**config.mk**
```make
export PLATFORM = sky130hd
export DESIGN_NAME = wdt_watchdog
export DESIGN_NICKNAME = d
export VERILOG_FILES = /design/src/wdt_pkg.sv /design/src/wdt_watchdog.sv
export VERILOG_INCLUDE_DIRS = /design/src
export SDC_FILE = /design/constraint.sdc
export NUM_CORES = 1
export LEC_CHECK = 0
export BUFFER_PORTS_ARGS = -buffer_cell sky130_fd_sc_hd__buf_4
export CELL_PAD_IN_SITES_DETAIL_PLACEMENT = 0
export CELL_PAD_IN_SITES_GLOBAL_PLACEMENT = 1
export CORE_ASPECT_RATIO = 0.6
export CORE_MARGIN = 2
export CORE_UTILIZATION = 46
export CTS_CLUSTER_SIZE = 8
export DETAILED_ROUTE_END_ITERATION = 10
export PLACE_DENSITY = 0.95
export SLEW_MARGIN = 20
export SYNTH_ARGS = -nofsm -noshare
export SYNTH_HDL_FRONTEND = slang
export SYNTH_SLANG_ARGS = --single-unit
```
**constraint.sdc**
```tcl
create_clock -name aclk -period 16.2 [get_ports aclk]
set_clock_uncertainty 0.2 [all_clocks]
set_input_delay 0.81 -clock aclk [delete_from_list [all_inputs] [get_ports aclk]]
set_output_delay 0.81 -clock aclk [all_outputs]
set_load 0.05 [all_outputs]
```
**src/wdt_map.svh**
```systemverilog
// register offsets, field positions, keys and period shift amounts of the watchdog
`ifndef WDT_MAP_SVH
`define WDT_MAP_SVH

`define WDT_ADDR_W          8
`define WDT_CTRL_ADDR       8'h00
`define WDT_ARM_ADDR        8'h04
`define WDT_STAT_ADDR       8'h08
`define WDT_IRQ_STAT_ADDR   8'h0C
`define WDT_IRQ_MASK_ADDR   8'h10
`define WDT_COUNT_ADDR      8'h14

`define WDT_CTRL_PER_LSB    0
`define WDT_CTRL_PER_MSB    2
`define WDT_CTRL_CLK_LSB    3
`define WDT_CTRL_CLK_MSB    4
`define WDT_CTRL_AUX_BIT    5
`define WDT_CTRL_WIN_BIT    6
`define WDT_CTRL_MASK_BIT   7

`define WDT_KEY_FIRST       8'h55
`define WDT_KEY_SECOND      8'hAA
`define WDT_PER_OFF         3'h0
`define WDT_CLKSEL_IRC      2'h0
`define WDT_CLKSEL_OSC      2'h1

`define WDT_EV_TIMEOUT      0
`define WDT_EV_BADKEY       1
`define WDT_EV_EARLY        2
`define WDT_EV_SERVICE      3
`define WDT_EV_REFUSED      4
`define WDT_EV_W            5

`define WDT_BASE_SHIFT      12
`define WDT_SHIFT_STEP      2

`define WDT_RESP_OKAY       2'h0
`define WDT_RESP_SLVERR     2'h2

`endif

```
**src/wdt_pkg.sv**
```systemverilog
// types of the windowed watchdog: phase enum and the packed state record
`include "wdt_map.svh"

package wdt_pkg;

  typedef enum logic [0:0] {
    WDT_PH_LOAD,
    WDT_PH_RUN
  } wdt_phase_t;

  typedef struct packed {
    wdt_phase_t             phase;
    logic [2:0]             period_sel;
    logic                   window_en;
    logic [1:0]             clk_sel;
    logic                   stop_aux;
    logic                   once_done;
    logic                   pre_on;
    logic                   expect_aa;
    logic [31:0]            count;
    logic [`WDT_EV_W-1:0]   irq_stat;
    logic [`WDT_EV_W-1:0]   irq_mask;
    logic [2:0]             cause;
    logic                   wdt_rst;
    logic                   irq;
    logic                   aw_held;
    logic [`WDT_ADDR_W-1:0] aw_addr;
    logic                   w_held;
    logic [31:0]            wdata;
    logic [3:0]             wstrb;
    logic                   awready;
    logic                   wready;
    logic                   bvalid;
    logic [1:0]             bresp;
    logic                   arready;
    logic                   rvalid;
    logic [31:0]            rdata;
    logic [1:0]             rresp;
  } wdt_state_t;

endpackage : wdt_pkg

```
**src/wdt_watchdog.sv**
```systemverilog
// windowed watchdog timer with key servicing and an AXI4-Lite register slave
`timescale 1ns/1ns
`default_nettype none
`include "wdt_map.svh"

module wdt_watchdog
  import wdt_pkg::*;
#(
  parameter int BASE_SHIFT = `WDT_BASE_SHIFT
) (
  input  wire logic                   aclk,
  input  wire logic                   aresetn,
  input  wire logic                   clk_en,
  input  wire logic                   normal_mode,
  input  wire logic                   nvm_valid,
  input  wire logic [2:0]             nvm_period_sel,
  input  wire logic                   nvm_window_enable,
  input  wire logic                   irc_tick,
  input  wire logic                   osc_tick,
  input  wire logic [`WDT_ADDR_W-1:0] s_axi_awaddr,
  input  wire logic [2:0]             s_axi_awprot,
  input  wire logic                   s_axi_awvalid,
  output logic                        s_axi_awready,
  input  wire logic [31:0]            s_axi_wdata,
  input  wire logic [3:0]             s_axi_wstrb,
  input  wire logic                   s_axi_wvalid,
  output logic                        s_axi_wready,
  output logic [1:0]                  s_axi_bresp,
  output logic                        s_axi_bvalid,
  input  wire logic                   s_axi_bready,
  input  wire logic [`WDT_ADDR_W-1:0] s_axi_araddr,
  input  wire logic [2:0]             s_axi_arprot,
  input  wire logic                   s_axi_arvalid,
  output logic                        s_axi_arready,
  output logic [31:0]                 s_axi_rdata,
  output logic [1:0]                  s_axi_rresp,
  output logic                        s_axi_rvalid,
  input  wire logic                   s_axi_rready,
  output logic                        wdt_reset,
  output logic                        irq
);

  wdt_state_t s;
  wdt_state_t next_s;

  // period length in ticks for a select code
  function automatic logic [31:0] period_of(input logic [2:0] code);
    logic [31:0] sh;
    sh = 32'(BASE_SHIFT) + 32'(`WDT_SHIFT_STEP) * 32'(code);
    if (code == `WDT_PER_OFF) begin
      period_of = 32'h0;
    end else begin
      period_of = 32'h1 << sh[4:0];
    end
  endfunction : period_of

  // start of the final quarter of a period
  function automatic logic [31:0] window_of(input logic [2:0] code);
    logic [31:0] p;
    p = period_of(code);
    window_of = p - (p >> 2);
  endfunction : window_of

  // control register read image
  function automatic logic [31:0] ctrl_image(input wdt_state_t st);
    logic [31:0] v;
    v = 32'h0;
    v[`WDT_CTRL_PER_MSB:`WDT_CTRL_PER_LSB] = st.period_sel;
    v[`WDT_CTRL_CLK_MSB:`WDT_CTRL_CLK_LSB] = st.clk_sel;
    v[`WDT_CTRL_AUX_BIT] = st.stop_aux;
    v[`WDT_CTRL_WIN_BIT] = st.window_en;
    ctrl_image = v;
  endfunction : ctrl_image

  logic [31:0]          period;
  logic [31:0]          win_start;
  logic                 enabled;
  logic                 tick;
  logic [`WDT_EV_W-1:0] ev;
  logic                 do_write;
  logic [7:0]           wbyte;
  logic [`WDT_EV_W-1:0] stat_base;

  assign period    = period_of(s.period_sel);
  assign win_start = window_of(s.period_sel);
  assign enabled   = (s.period_sel != `WDT_PER_OFF);
  assign wbyte     = s.wdata[7:0];

  always_comb begin
    next_s = s;
    ev = '0;
    do_write = 1'b0;
    stat_base = s.irq_stat;
    tick = 1'b0;
    next_s.wdt_rst = 1'b0;

    // preload at release, clock select forced to the IRC
    case (s.phase)
      WDT_PH_LOAD: begin
        next_s.phase = WDT_PH_RUN;
        next_s.clk_sel = `WDT_CLKSEL_IRC;
        if (normal_mode && nvm_valid) begin
          next_s.period_sel = nvm_period_sel;
          next_s.window_en = nvm_window_enable;
          next_s.pre_on = (nvm_period_sel != `WDT_PER_OFF);
        end else begin
          next_s.period_sel = `WDT_PER_OFF;
          next_s.window_en = 1'b0;
          next_s.pre_on = 1'b0;
        end
      end
      WDT_PH_RUN: begin
      end
      default: begin
        next_s.phase = WDT_PH_LOAD;
      end
    endcase

    // timebase from the selected source
    case (s.clk_sel)
      `WDT_CLKSEL_IRC: tick = irc_tick;
      `WDT_CLKSEL_OSC: tick = osc_tick;
      default:         tick = irc_tick;
    endcase

    if (s.phase == WDT_PH_RUN && enabled && tick) begin
      if (s.count + 32'h1 >= period) begin
        ev[`WDT_EV_TIMEOUT] = 1'b1;
      end else begin
        next_s.count = s.count + 32'h1;
      end
    end

    // write address and data channels, either order
    if (s_axi_awvalid && s.awready) begin
      next_s.aw_held = 1'b1;
      next_s.aw_addr = s_axi_awaddr;
      next_s.awready = 1'b0;
    end
    if (s_axi_wvalid && s.wready) begin
      next_s.w_held = 1'b1;
      next_s.wdata = s_axi_wdata;
      next_s.wstrb = s_axi_wstrb;
      next_s.wready = 1'b0;
    end

    do_write = s.aw_held && s.w_held && !s.bvalid;
    if (do_write) begin
      next_s.aw_held = 1'b0;
      next_s.w_held = 1'b0;
      next_s.bvalid = 1'b1;
      next_s.bresp = `WDT_RESP_OKAY;
      case (s.aw_addr)
        `WDT_CTRL_ADDR: begin
          if (s.wstrb[0]) begin
            if (!(normal_mode && s.once_done)) begin
              next_s.clk_sel =
                wbyte[`WDT_CTRL_CLK_MSB:`WDT_CTRL_CLK_LSB];
              next_s.stop_aux = wbyte[`WDT_CTRL_AUX_BIT];
            end
            if (wbyte[`WDT_CTRL_MASK_BIT]) begin
              next_s.once_done = s.once_done;
            end else if (normal_mode && s.once_done) begin
              ev[`WDT_EV_REFUSED] = 1'b1;
            end else begin
              next_s.window_en = wbyte[`WDT_CTRL_WIN_BIT];
              if (s.pre_on &&
                  wbyte[`WDT_CTRL_PER_MSB:`WDT_CTRL_PER_LSB] == `WDT_PER_OFF) begin
                ev[`WDT_EV_REFUSED] = 1'b1;
              end else begin
                next_s.period_sel =
                  wbyte[`WDT_CTRL_PER_MSB:`WDT_CTRL_PER_LSB];
              end
              next_s.count = 32'h0;
              next_s.once_done = normal_mode;
            end
          end
        end
        `WDT_ARM_ADDR: begin
          if (s.wstrb[0] && enabled && s.phase == WDT_PH_RUN) begin
            if (s.window_en && s.count < win_start) begin
              ev[`WDT_EV_EARLY] = 1'b1;
            end else if (wbyte == `WDT_KEY_FIRST) begin
              next_s.expect_aa = 1'b1;
            end else if (wbyte == `WDT_KEY_SECOND) begin
              if (s.expect_aa) begin
                next_s.count = 32'h0;
                next_s.expect_aa = 1'b0;
                ev[`WDT_EV_SERVICE] = 1'b1;
              end
            end else begin
              ev[`WDT_EV_BADKEY] = 1'b1;
            end
          end
        end
        `WDT_IRQ_MASK_ADDR: begin
          if (s.wstrb[0]) begin
            next_s.irq_mask = s.wdata[`WDT_EV_W-1:0];
          end
        end
        `WDT_STAT_ADDR,
        `WDT_IRQ_STAT_ADDR,
        `WDT_COUNT_ADDR: begin
        end
        default: begin
          next_s.bresp = `WDT_RESP_SLVERR;
        end
      endcase
    end

    if (s.bvalid && s_axi_bready) begin
      next_s.bvalid = 1'b0;
      next_s.awready = 1'b1;
      next_s.wready = 1'b1;
    end

    // read channel, one outstanding read
    if (s_axi_arvalid && s.arready) begin
      next_s.arready = 1'b0;
      next_s.rvalid = 1'b1;
      next_s.rresp = `WDT_RESP_OKAY;
      next_s.rdata = 32'h0;
      case (s_axi_araddr)
        `WDT_CTRL_ADDR: begin
          next_s.rdata = ctrl_image(s);
        end
        `WDT_ARM_ADDR: begin
          next_s.rdata = 32'h0;
        end
        `WDT_STAT_ADDR: begin
          next_s.rdata = {26'h0, s.expect_aa, s.once_done,
                          s.pre_on, s.cause};
        end
        `WDT_IRQ_STAT_ADDR: begin
          next_s.rdata = {{(32-`WDT_EV_W){1'b0}}, s.irq_stat};
          stat_base = '0;
        end
        `WDT_IRQ_MASK_ADDR: begin
          next_s.rdata = {{(32-`WDT_EV_W){1'b0}}, s.irq_mask};
        end
        `WDT_COUNT_ADDR: begin
          next_s.rdata = s.count;
        end
        default: begin
          next_s.rresp = `WDT_RESP_SLVERR;
        end
      endcase
    end
    if (s.rvalid && s_axi_rready) begin
      next_s.rvalid = 1'b0;
      next_s.arready = 1'b1;
    end

    // a watchdog reset restarts the period and the key tracker
    if (ev[`WDT_EV_TIMEOUT] || ev[`WDT_EV_BADKEY] || ev[`WDT_EV_EARLY]) begin
      next_s.wdt_rst = 1'b1;
      next_s.count = 32'h0;
      next_s.expect_aa = 1'b0;
      next_s.cause = ev[2:0];
    end

    // new events win over the read clear
    next_s.irq_stat = stat_base | ev;
    next_s.irq = |(next_s.irq_stat & next_s.irq_mask);
  end

  always_ff @(posedge aclk) begin
    if (!aresetn) begin
      s <= '0;
      s.awready <= 1'b1;
      s.wready <= 1'b1;
      s.arready <= 1'b1;
    end else if (clk_en) begin
      s <= next_s;
    end
  end

  assign s_axi_awready = s.awready;
  assign s_axi_wready  = s.wready;
  assign s_axi_bvalid  = s.bvalid;
  assign s_axi_bresp   = s.bresp;
  assign s_axi_arready = s.arready;
  assign s_axi_rvalid  = s.rvalid;
  assign s_axi_rdata   = s.rdata;
  assign s_axi_rresp   = s.rresp;
  assign wdt_reset     = s.wdt_rst;
  assign irq           = s.irq;

  logic unused_prot;
  assign unused_prot = ^{s_axi_awprot, s_axi_arprot};

endmodule : wdt_watchdog
`default_nettype wire

```
Yosys cells after proc, flatten, opt, wreduce, memory -nomap -nowiden
Cells that the tools add are included.
W data, S select, Z words.
- output and inout bits: 43
- memory bits (writable): 0
- bits in read-only memories: 0
- memories: 0
- input port bits: 74
- latch bits: 0
- flip-flop bits (word level): 145
- logic and storage cells: 170
- $mul: 0
- magnitude comparators: 2
- bitwise logic cells: 5
- add/sub/neg operators: 3
- div/mod/pow operators: 0
- reduce and logical (&&, ||, !) cells: 52
- equal/unequal tests: 14
- multiplexer cells: 66
- shifts and indexed selects: 1
- operators by type and width (operator ; count):
    $mux W32 ; 8
    $mux W33 ; 5
    $pmux W32 S5 ; 1
    $pmux W32 S2 ; 1
    $mux W37 ; 1
    $mux W36 ; 1
    $add A32 B1 Y32 const B ; 1
    $eq A8 B4 Y1 const B ; 4
    $eq A8 B5 Y1 const B ; 4
    $ge A32 B32 Y1 ; 1
    $lt A32 B32 Y1 ; 1
    $shl A1 B5 Y32 const A ; 1
    $sub A32 B30 Y32 ; 1
    $mux W1 ; 26
    $mux W5 ; 5
    $mux W8 ; 3
    $reduce_and A2 Y1 ; 12
    $mux W3 ; 6
    $reduce_bool A2 Y1 ; 9
    $eq A8 B3 Y1 const B ; 2
    $logic_not A8 Y1 ; 2
    $mux W4 ; 4
    $logic_and A1 B1 Y1 ; 15
    $reduce_and A6 Y1 ; 2
    18 further kinds ; 27

Longest topological paths before layout
Gate-level depths: netlist of the first run.
- word-level depth: 14
- mapped depth: 29

Worst setup path before layout of the first run
OpenSTA, ideal clock, no wires.
- path type: register -> register
- start point: reg s[142] (netlist name)
- end point: reg s[104] (netlist name)
- buffers on the path: 1
- clock period less this slack: 5.924 ns
- data arrival time: 5.605 ns
- slack: 10.276 ns
- cell stages (with the launch flop): 29
- path through: dfxtp_1 > inv_1 > ha_1 > nand2_1 > nor2_1 > ha_1 > inv_1 > fa_1 > a21o_1 > a21oi_1 > o211ai_1 > a21oi_1 > o21bai_1 > a21oi_1 > inv_1 > a21oi_1 > o21bai_1 > xnor2_1 > ha_1 > a2111o_1 > a21oi_1 > o21ai_0 > or3_1 > o311ai_1 > a211oi_1 > nand2_1 > clkbuf_1 > nor4_1 > a211o_1
- longest elaborated chain between the ends: 14
- elaborated cells between the ends (all ways): 35
- ends and longest elaborated chain (element ; RTL line ; text):
    start, declared ; wdt_watchdog.sv:43 ; wdt_state_t s;
    start signal, assigned ; wdt_watchdog.sv:274 ; s <= next_s;
    parallel branches: the longest is 13 deep, another holds $sub A32 B30 Y32 ; n/a ;
    $mux W33 (*) ; wdt_watchdog.sv:255 ; if (ev[`WDT_EV_TIMEOUT] || ev[`WDT_EV_BADKEY] || ev[`WDT_EV_EARLY]) begin
Mark *: on every way between the ends. The select of a mux whose other input is x is not followed.
A chain may end at the register's enable or synchronous reset.

Worst setup path in the final report of the first run
- start point: reg s[142] (netlist name)
- end point: reg s[112] (netlist name)
The elaborated chain is that of the path after synthesis.

==> results of run 1 <==
[metrics by stage]
step | hold WS [ns] | cell area, µm² | utilization, %
floorplan | 0.240 | 8180 | -
finish | 0.262 | 9170 | 53.1
global placement | 0.253 | 8570 | 49.6
CTS | 0.265 | 9170 | 53.1
detailed placement | 0.258 | 8570 | 49.6
global route | 0.289 | 9170 | 53.1
[cell type report]
type                            count  area [µm²]  area share [%]
Multi-Input combinational cell    789        5160            56.3
Timing Repair Buffer               87         653            7.12
Tap cell                          234         293            3.19
Clock buffer                       20         457            4.98
Sequential cell                   116        2320            25.3
Inverter                           38         143            1.56
Clock inverter                     12         143            1.56
[cell families after synthesis]
group                      Yosys count  share of synthesized area [%]
AOI/OAI and AO/OA                  243                           20.6
xor gates and xnor gates            41                           4.39
adders and majority gates           55                           8.51
buffers and inverters              139                           8.58
DFF                                116                           28.4
muxes                               25                           3.08
other                                1                         0.0459
and+or+nand+nor                    423                           26.4
[cell usage after synthesis (all sizes together), types with 6 or more instances]
cell | count | area, µm²
a211oi | 9 | 67.6
a21boi | 52 | 390
a21o | 13 | 97.6
a21oi | 53 | 265
and2 | 8 | 50.1
and3 | 14 | 87.6
and4 | 6 | 52.6
buf | 55 | 384
clkbuf | 46 | 175
dfxtp | 116 | 2320
ha | 54 | 676
inv | 37 | 139
mux2i | 24 | 240
nand2 | 144 | 541
nand2b | 11 | 68.8
nand3 | 58 | 303
nand4 | 16 | 106
nor2 | 60 | 225
nor2b | 20 | 125
nor3 | 14 | 70.1
nor3b | 7 | 52.6
nor4 | 8 | 56.3
o211a | 9 | 90.1
o211ai | 15 | 113
o21a | 7 | 52.6
o21ai | 40 | 211
o31ai | 7 | 52.6
or2 | 10 | 62.6
or3 | 22 | 138
or4 | 12 | 93.8
xnor2 | 30 | 263
xor2 | 11 | 96.3
[where the power goes]
| part | switching, mW | internal [mW] | total [mW] |
|---|---|---|---|
| Sequential | 0.00696 | 0.291 | 0.298 |
| Combinational | 0.0655 | 0.0422 | 0.108 |
| Clock | 0.149 | 0.237 | 0.387 |
| Total | 0.222 | 0.570 | 0.792 |
[layout by cell type, fill, tap and decap left out, types with 8 or more instances in the layout]
| cell type | n |
|---|---|
| a211oi_1 | 9 |
| a21boi_0 | 52 |
| a21o_1 | 13 |
| a21oi_1 | 53 |
| and2_1 | 8 |
| and3_1 | 14 |
| buf_4 | 87 |
| clkbuf_16 | 17 |
| dfxtp_1 | 116 |
| ha_1 | 54 |
| inv_1 | 37 |
| mux2i_1 | 24 |
| nand2_1 | 144 |
| nand2b_1 | 11 |
| nand3_1 | 57 |
| nand4_1 | 15 |
| nor2_1 | 60 |
| nor2b_1 | 20 |
| nor3_1 | 14 |
| o211a_1 | 9 |
| o211ai_1 | 15 |
| o21ai_0 | 37 |
| or2_2 | 10 |
| or3_1 | 22 |
| or4_1 | 11 |
| xnor2_1 | 30 |
| xor2_1 | 11 |
[metal layers]
metal	track usage (%)	routed length [µm]	vias to the layer above	share of wire, %
met4	5.08	160	0	0.71
met3	6.96	2440	22	11
met1	38.8	11600	3485	51
met5	0	0	-	0
met2	32.6	8420	322	37
li1	-	-	3693	-
[worst min-delay path, delay by kind of cell, from the launching register on]
| family | cells | cell delay (ns) |
|---|---|---|
| DFF | 1 | 0.30 |
| AOI/OAI and AO/OA | 1 | 0.06 |
| and+or+nand+nor | 1 | 0.05 |
[flip-flops by register name, summed over array words and instances, names as in the netlist]
name           flops
s_axi_bvalid       1
wdt_reset          1
s_axi_wready       1
s_axi_rdata       32
s                 75
irq                1
s_axi_rvalid       1
s_axi_awready      1
s_axi_rresp        1
s_axi_bresp        1
s_axi_arready      1
[final timing paths]
| kind | start | endpoint | cells past startpoint |
|---|---|---|---|
| worst min register to register | s_axi_rdata[19]$_SDFFE_PN0P_ | s_axi_rdata[19]$_SDFFE_PN0P_ | 2 |
| worst min-delay path | s_axi_rdata[19]$_SDFFE_PN0P_ | s_axi_rdata[19]$_SDFFE_PN0P_ | 2 |
| worst max-delay path | s[142]$_SDFFE_PN0P_ | s[112]$_SDFFE_PN0P_ | 28 |
| worst max register to register | s[142]$_SDFFE_PN0P_ | s[112]$_SDFFE_PN0P_ | 28 |
==> results.json, run 1 <==
{
  "synth-main-ff-cell": "dfxtp_1",
  "report.final.setup_viol": 0,
  "critPathMaxFanout": 21,
  "die_y_um": 107,
  "drcViolationCount": 0,
  "finalWirelength_mm": 22.6,
  "cap_violations": 0,
  "rows": 37,
  "cts_hold_buf": 0,
  "diodes": 0,
  "cts_root_buf": "clkbuf_16",
  "ys_ff_latch": 116,
  "vdd_ir_drop_max_uv": 65.4,
  "total_power_mw": 0.792,
  "worst_slack_ns": 8.66,
  "crit_top_cell": "a21oi_1",
  "rsz0062_at_grt": "false",
  "fill_cells": 1610,
  "place_ws_ns": 8.74,
  "antenna_found_initial": 0,
  "cts_setup_buffers": 0,
  "synth-edff-count": 0,
  "ant_nets": 0,
  "syn_to_final_growth_pct": 12.1,
  "yosysUniqueCellTypes": 74,
  "p_per_area_nw_per_um2": 86.4,
  "cp.required_ns": 16.31,
  "grt_util_all_layers_pct": 24.7,
  "slowest_stage": "dfxtp_1",
  "gr-total-overflow": 0,
  "status": "finished clean",
  "vias_per_cell": 5.80,
  "cts_sinks": 116,
  "place_hpwl_mm": 16.5,
  "ioPinCount": 117,
  "setup_tns_ns": 0,
  "wire_per_inst_um": 17.5,
  "clock.fmax_mhz": 133,
  "synthCells": 1043,
  "syn_area_per_cell_um2": 7.84,
  "crit_type": "flip-flop to flip-flop",
  "dpl.cell_count": 1264,
  "grt_pass1_wl_mm": 36.9,
  "arrival_ns": 7.65,
  "fin_crit_ns": 7.54,
  "htreeDepth": 4,
  "start_util_pct": 47.4,
  "synth.cell_area_um2": 8180,
  "die_x_um": 176,
  "cts_resized": 0,
  "drt_iter0_drc": 770,
  "hold_violations": 0,
  "grt_pass1_vias": 6960,
  "crit_family": "compound AO/OA/AOI/OAI gates",
  "final_nets": 1178,
  "p_leak_nw": 3.70,
  "ys.warnings.count": 0,
  "worst_path_largest_cell_delay_ns": 0.70,
  "cts_tree": "done",
  "io_buffers": 81,
  "clock_path_buffers": 2,
  "clk_latency_ns": 0.42,
  "gp_congestion": 0.911,
  "clk_pin_slew_ns": 0.06,
  "layout-drive-gt1-share_pct": 13.4,
  "drv_slew": 0,
  "grt_max_degree": 88,
  "critical_path_buf_inv_count": 4,
  "finalCritPeriodShare_pct": 46.5,
  "cts_buffers": 17,
  "synthArstFlopShare_pct": 0,
  "core_area_um2": 17300,
  "crit_path_end_kind": "flip-flop",
  "hp-class": "flip-flop to flip-flop",
  "fin_cells": 1296,
  "tightest_slew_ns": 0.775,
  "dieArea_um2": 18900,
  "vias": 7522,
  "drt-pass1-iter-count": 5,
  "r2r_setup_slack_ns": 8.66,
  "cp-start-kind": "flip-flop",
  "yosysSeqAreaShare_pct": 28.4,
  "worst_slew_margin_rel_pct": 48.3
}
Note: power is estimated with default switching activity, not from simulation.
==> inputs of run 2 (changes only) <==
- CORE_UTILIZATION: 46 -> 39
- PLACE_DENSITY: 0.95 -> 0.89
- clock period: 16.2 -> 6.8 ns (I/O delays scaled with it)
==> run 2 against run 1 <==
Fmax increased by 20%. Worst hold slack worse by 0.25 ns. Via count is 2.2% higher. Register-to-register slack worse by 8.1 ns. Wire length grew 5.0%. Critical endpoint unchanged. Largest power group unchanged.
==> results.json, run 2 (synthesis results as in run 1) <==
{
  "status": "finished clean",
  "cts_tree": "done",
  "critical_path_buf_inv_count": 4,
  "rsz0062_at_grt": "false",
  "tightest_slew_ns": 0.807,
  "start_util_pct": 40.3,
  "r2r-end": "s[112]$_SDFFE_PN0P_",
  "cp-start-kind": "flip-flop",
  "fin_crit_ns": 6.29,
  "setup_tns_ns": 0,
  "ioPinCount": 117,
  "grt_pass1_vias": 7101,
  "vias": 7688,
  "diodes": 0,
  "grt_max_degree": 88,
  "vias_per_cell": 5.65,
  "htreeDepth": 4,
  "hp-class": "input pin to flip-flop",
  "report.final.setup_viol": 0,
  "final_common_cell": "nand2_1",
  "gr-total-overflow": 0,
  "cp.required_ns": 6.91,
  "place_hpwl_mm": 17.5,
  "core_area_um2": 20300,
  "critPathMaxFanout": 21,
  "wire_per_inst_um": 17.5,
  "dieArea_um2": 22200,
  "drt_iter0_drc": 835,
  "rr_worst_depth": 28,
  "final_nets": 1205,
  "crit_top_cell": "a21oi_1",
  "rows": 40,
  "seqCellArea_um2": 2320,
  "worst_slew_margin_rel_pct": 46.2,
  "cts_buffers": 17,
  "hp-start": "s_axi_wvalid",
  "holdWs_ns": 0.0132,
  "place_ws_ns": 0.226,
  "holdPathEnd": "s_axi_wready$_SDFFE_PN1P_",
  "die_y_um": 116,
  "grt_util_all_layers_pct": 22.1,
  "multi_input_area_um2": 5190,
  "layout-drive-gt1-share_pct": 14.3,
  "io_buffers": 81,
  "hold_violations": 0,
  "cts_sinks": 116,
  "gp_congestion": 0.907,
  "finalCritPeriodShare_pct": 92.5,
  "antenna_found_initial": 0,
  "final_cell_mix": "144 x nand2_1, 115 x dfxtp_1, 93 x buf_4",
  "ant_nets": 0,
  "worst_path_largest_cell_delay_ns": 0.44,
  "largest_reg_flops": 75,
  "drcViolationCount": 0,
  "crit_family": "compound AO/OA/AOI/OAI gates",
  "crit_path_end_kind": "flip-flop",
  "p_leak_nw": 3.83,
  "drv_slew": 0,
  "worst_slack_ns": 0.511,
  "r2r_setup_slack_ns": 0.51,
  "slowest_stage": "fa_1",
  "clock.fmax_mhz": 159,
  "cap_violations": 0,
  "drt-pass1-iter-count": 6,
  "die_x_um": 191,
  "cts_root_buf": "clkbuf_16",
  "vdd_ir_drop_max_uv": 181,
  "crit_type": "flip-flop to flip-flop",
  "largest_register": "s",
  "clk_latency_ns": 0.42,
  "arrival_ns": 6.40,
  "fill_cells": 2021,
  "syn_to_final_growth_pct": 16.5,
  "hold_depth": 3,
  "finalWirelength_mm": 23.8,
  "p_per_area_nw_per_um2": 201,
  "clk_pin_slew_ns": 0.06,
  "r2r_start": "s[143]$_SDFFE_PN0P_",
  "clock_path_buffers": 2,
  "cts_setup_buffers": 0,
  "grt_pass1_wl_mm": 38.1
}
## run 2: changes by cell type in the layout (fill, tap and decap cells not counted), moves of 2 or more
cell and change:
buf_12 +2, inv_6 -4, clkinvlp_4 +3, buf_4 +6, dlygate4sd3_1 +19
## run 2: final cells by class
class	count	share of cell area, %
multi-input combinational	789	54.5
sequential	116	24.4
timing repair buffer	114	9.75
clock buffer	19	4.65
tap	273	3.59
clock inverter	12	1.64
inverter	38	1.50
## run 2: report_power, final
group	internal, mW	switching (mW)	total [mW]
Combinational	0.116	0.167	0.283
Sequential	0.693	0.0135	0.706
Clock	0.584	0.339	0.922
Total	1.39	0.520	1.91
## run 2: metal layers
metal  global-route usage [%]  vias to the layer above  part of all wire [%]
li1                         -                     3742                     -
met1                     34.6                     3615                    51
met2                     29.2                      300                    38
met3                     5.47                       31                   9.5
met4                     5.68                        0                   1.3
met5                        0                        -                     0
## run 2: worst min-delay path: stages
cell and delay (ns):
buf_4 0.12, nand2_1 0.06, a21o_1 0.10
## run 2: metrics by stage
step                      std cells  power, mW  cell area, µm²  util [%]
after floorplan                1044      0.899            8180         -
after global placement         1311      0.982            8710      43.0
after detailed placement       1311      0.987            8710      43.0
after CTS                      1361       1.92            9500      46.9
after global routing           1361       1.98            9530      47.0
final                          1361       1.91            9530      47.0
## run 2: worst max-delay path by stage
stage / from / end / slack [ns] / cells past startpoint
floorplan: s[142]$_SDFFE_PN0P_ / s[104]$_SDFFE_PN0P_ / 0.88 / 28
global placement: s[143]$_SDFFE_PN0P_ / s[112]$_SDFFE_PN0P_ / 0.37 / 28
detailed placement: s[143]$_SDFFE_PN0P_ / s[112]$_SDFFE_PN0P_ / 0.23 / 28
CTS: s[143]$_SDFFE_PN0P_ / s[112]$_SDFFE_PN0P_ / 0.19 / 28
global route: s[143]$_SDFFE_PN0P_ / s[112]$_SDFFE_PN0P_ / 0.07 / 28
finish: s[143]$_SDFFE_PN0P_ / s[112]$_SDFFE_PN0P_ / 0.51 / 28
## run 2: what timing repair did
action,in CTS,in global routing
hold buffers,19,0
resized for setup,0,7
setup endpoints to repair,0,31
endpoints found under the hold margin,19,0
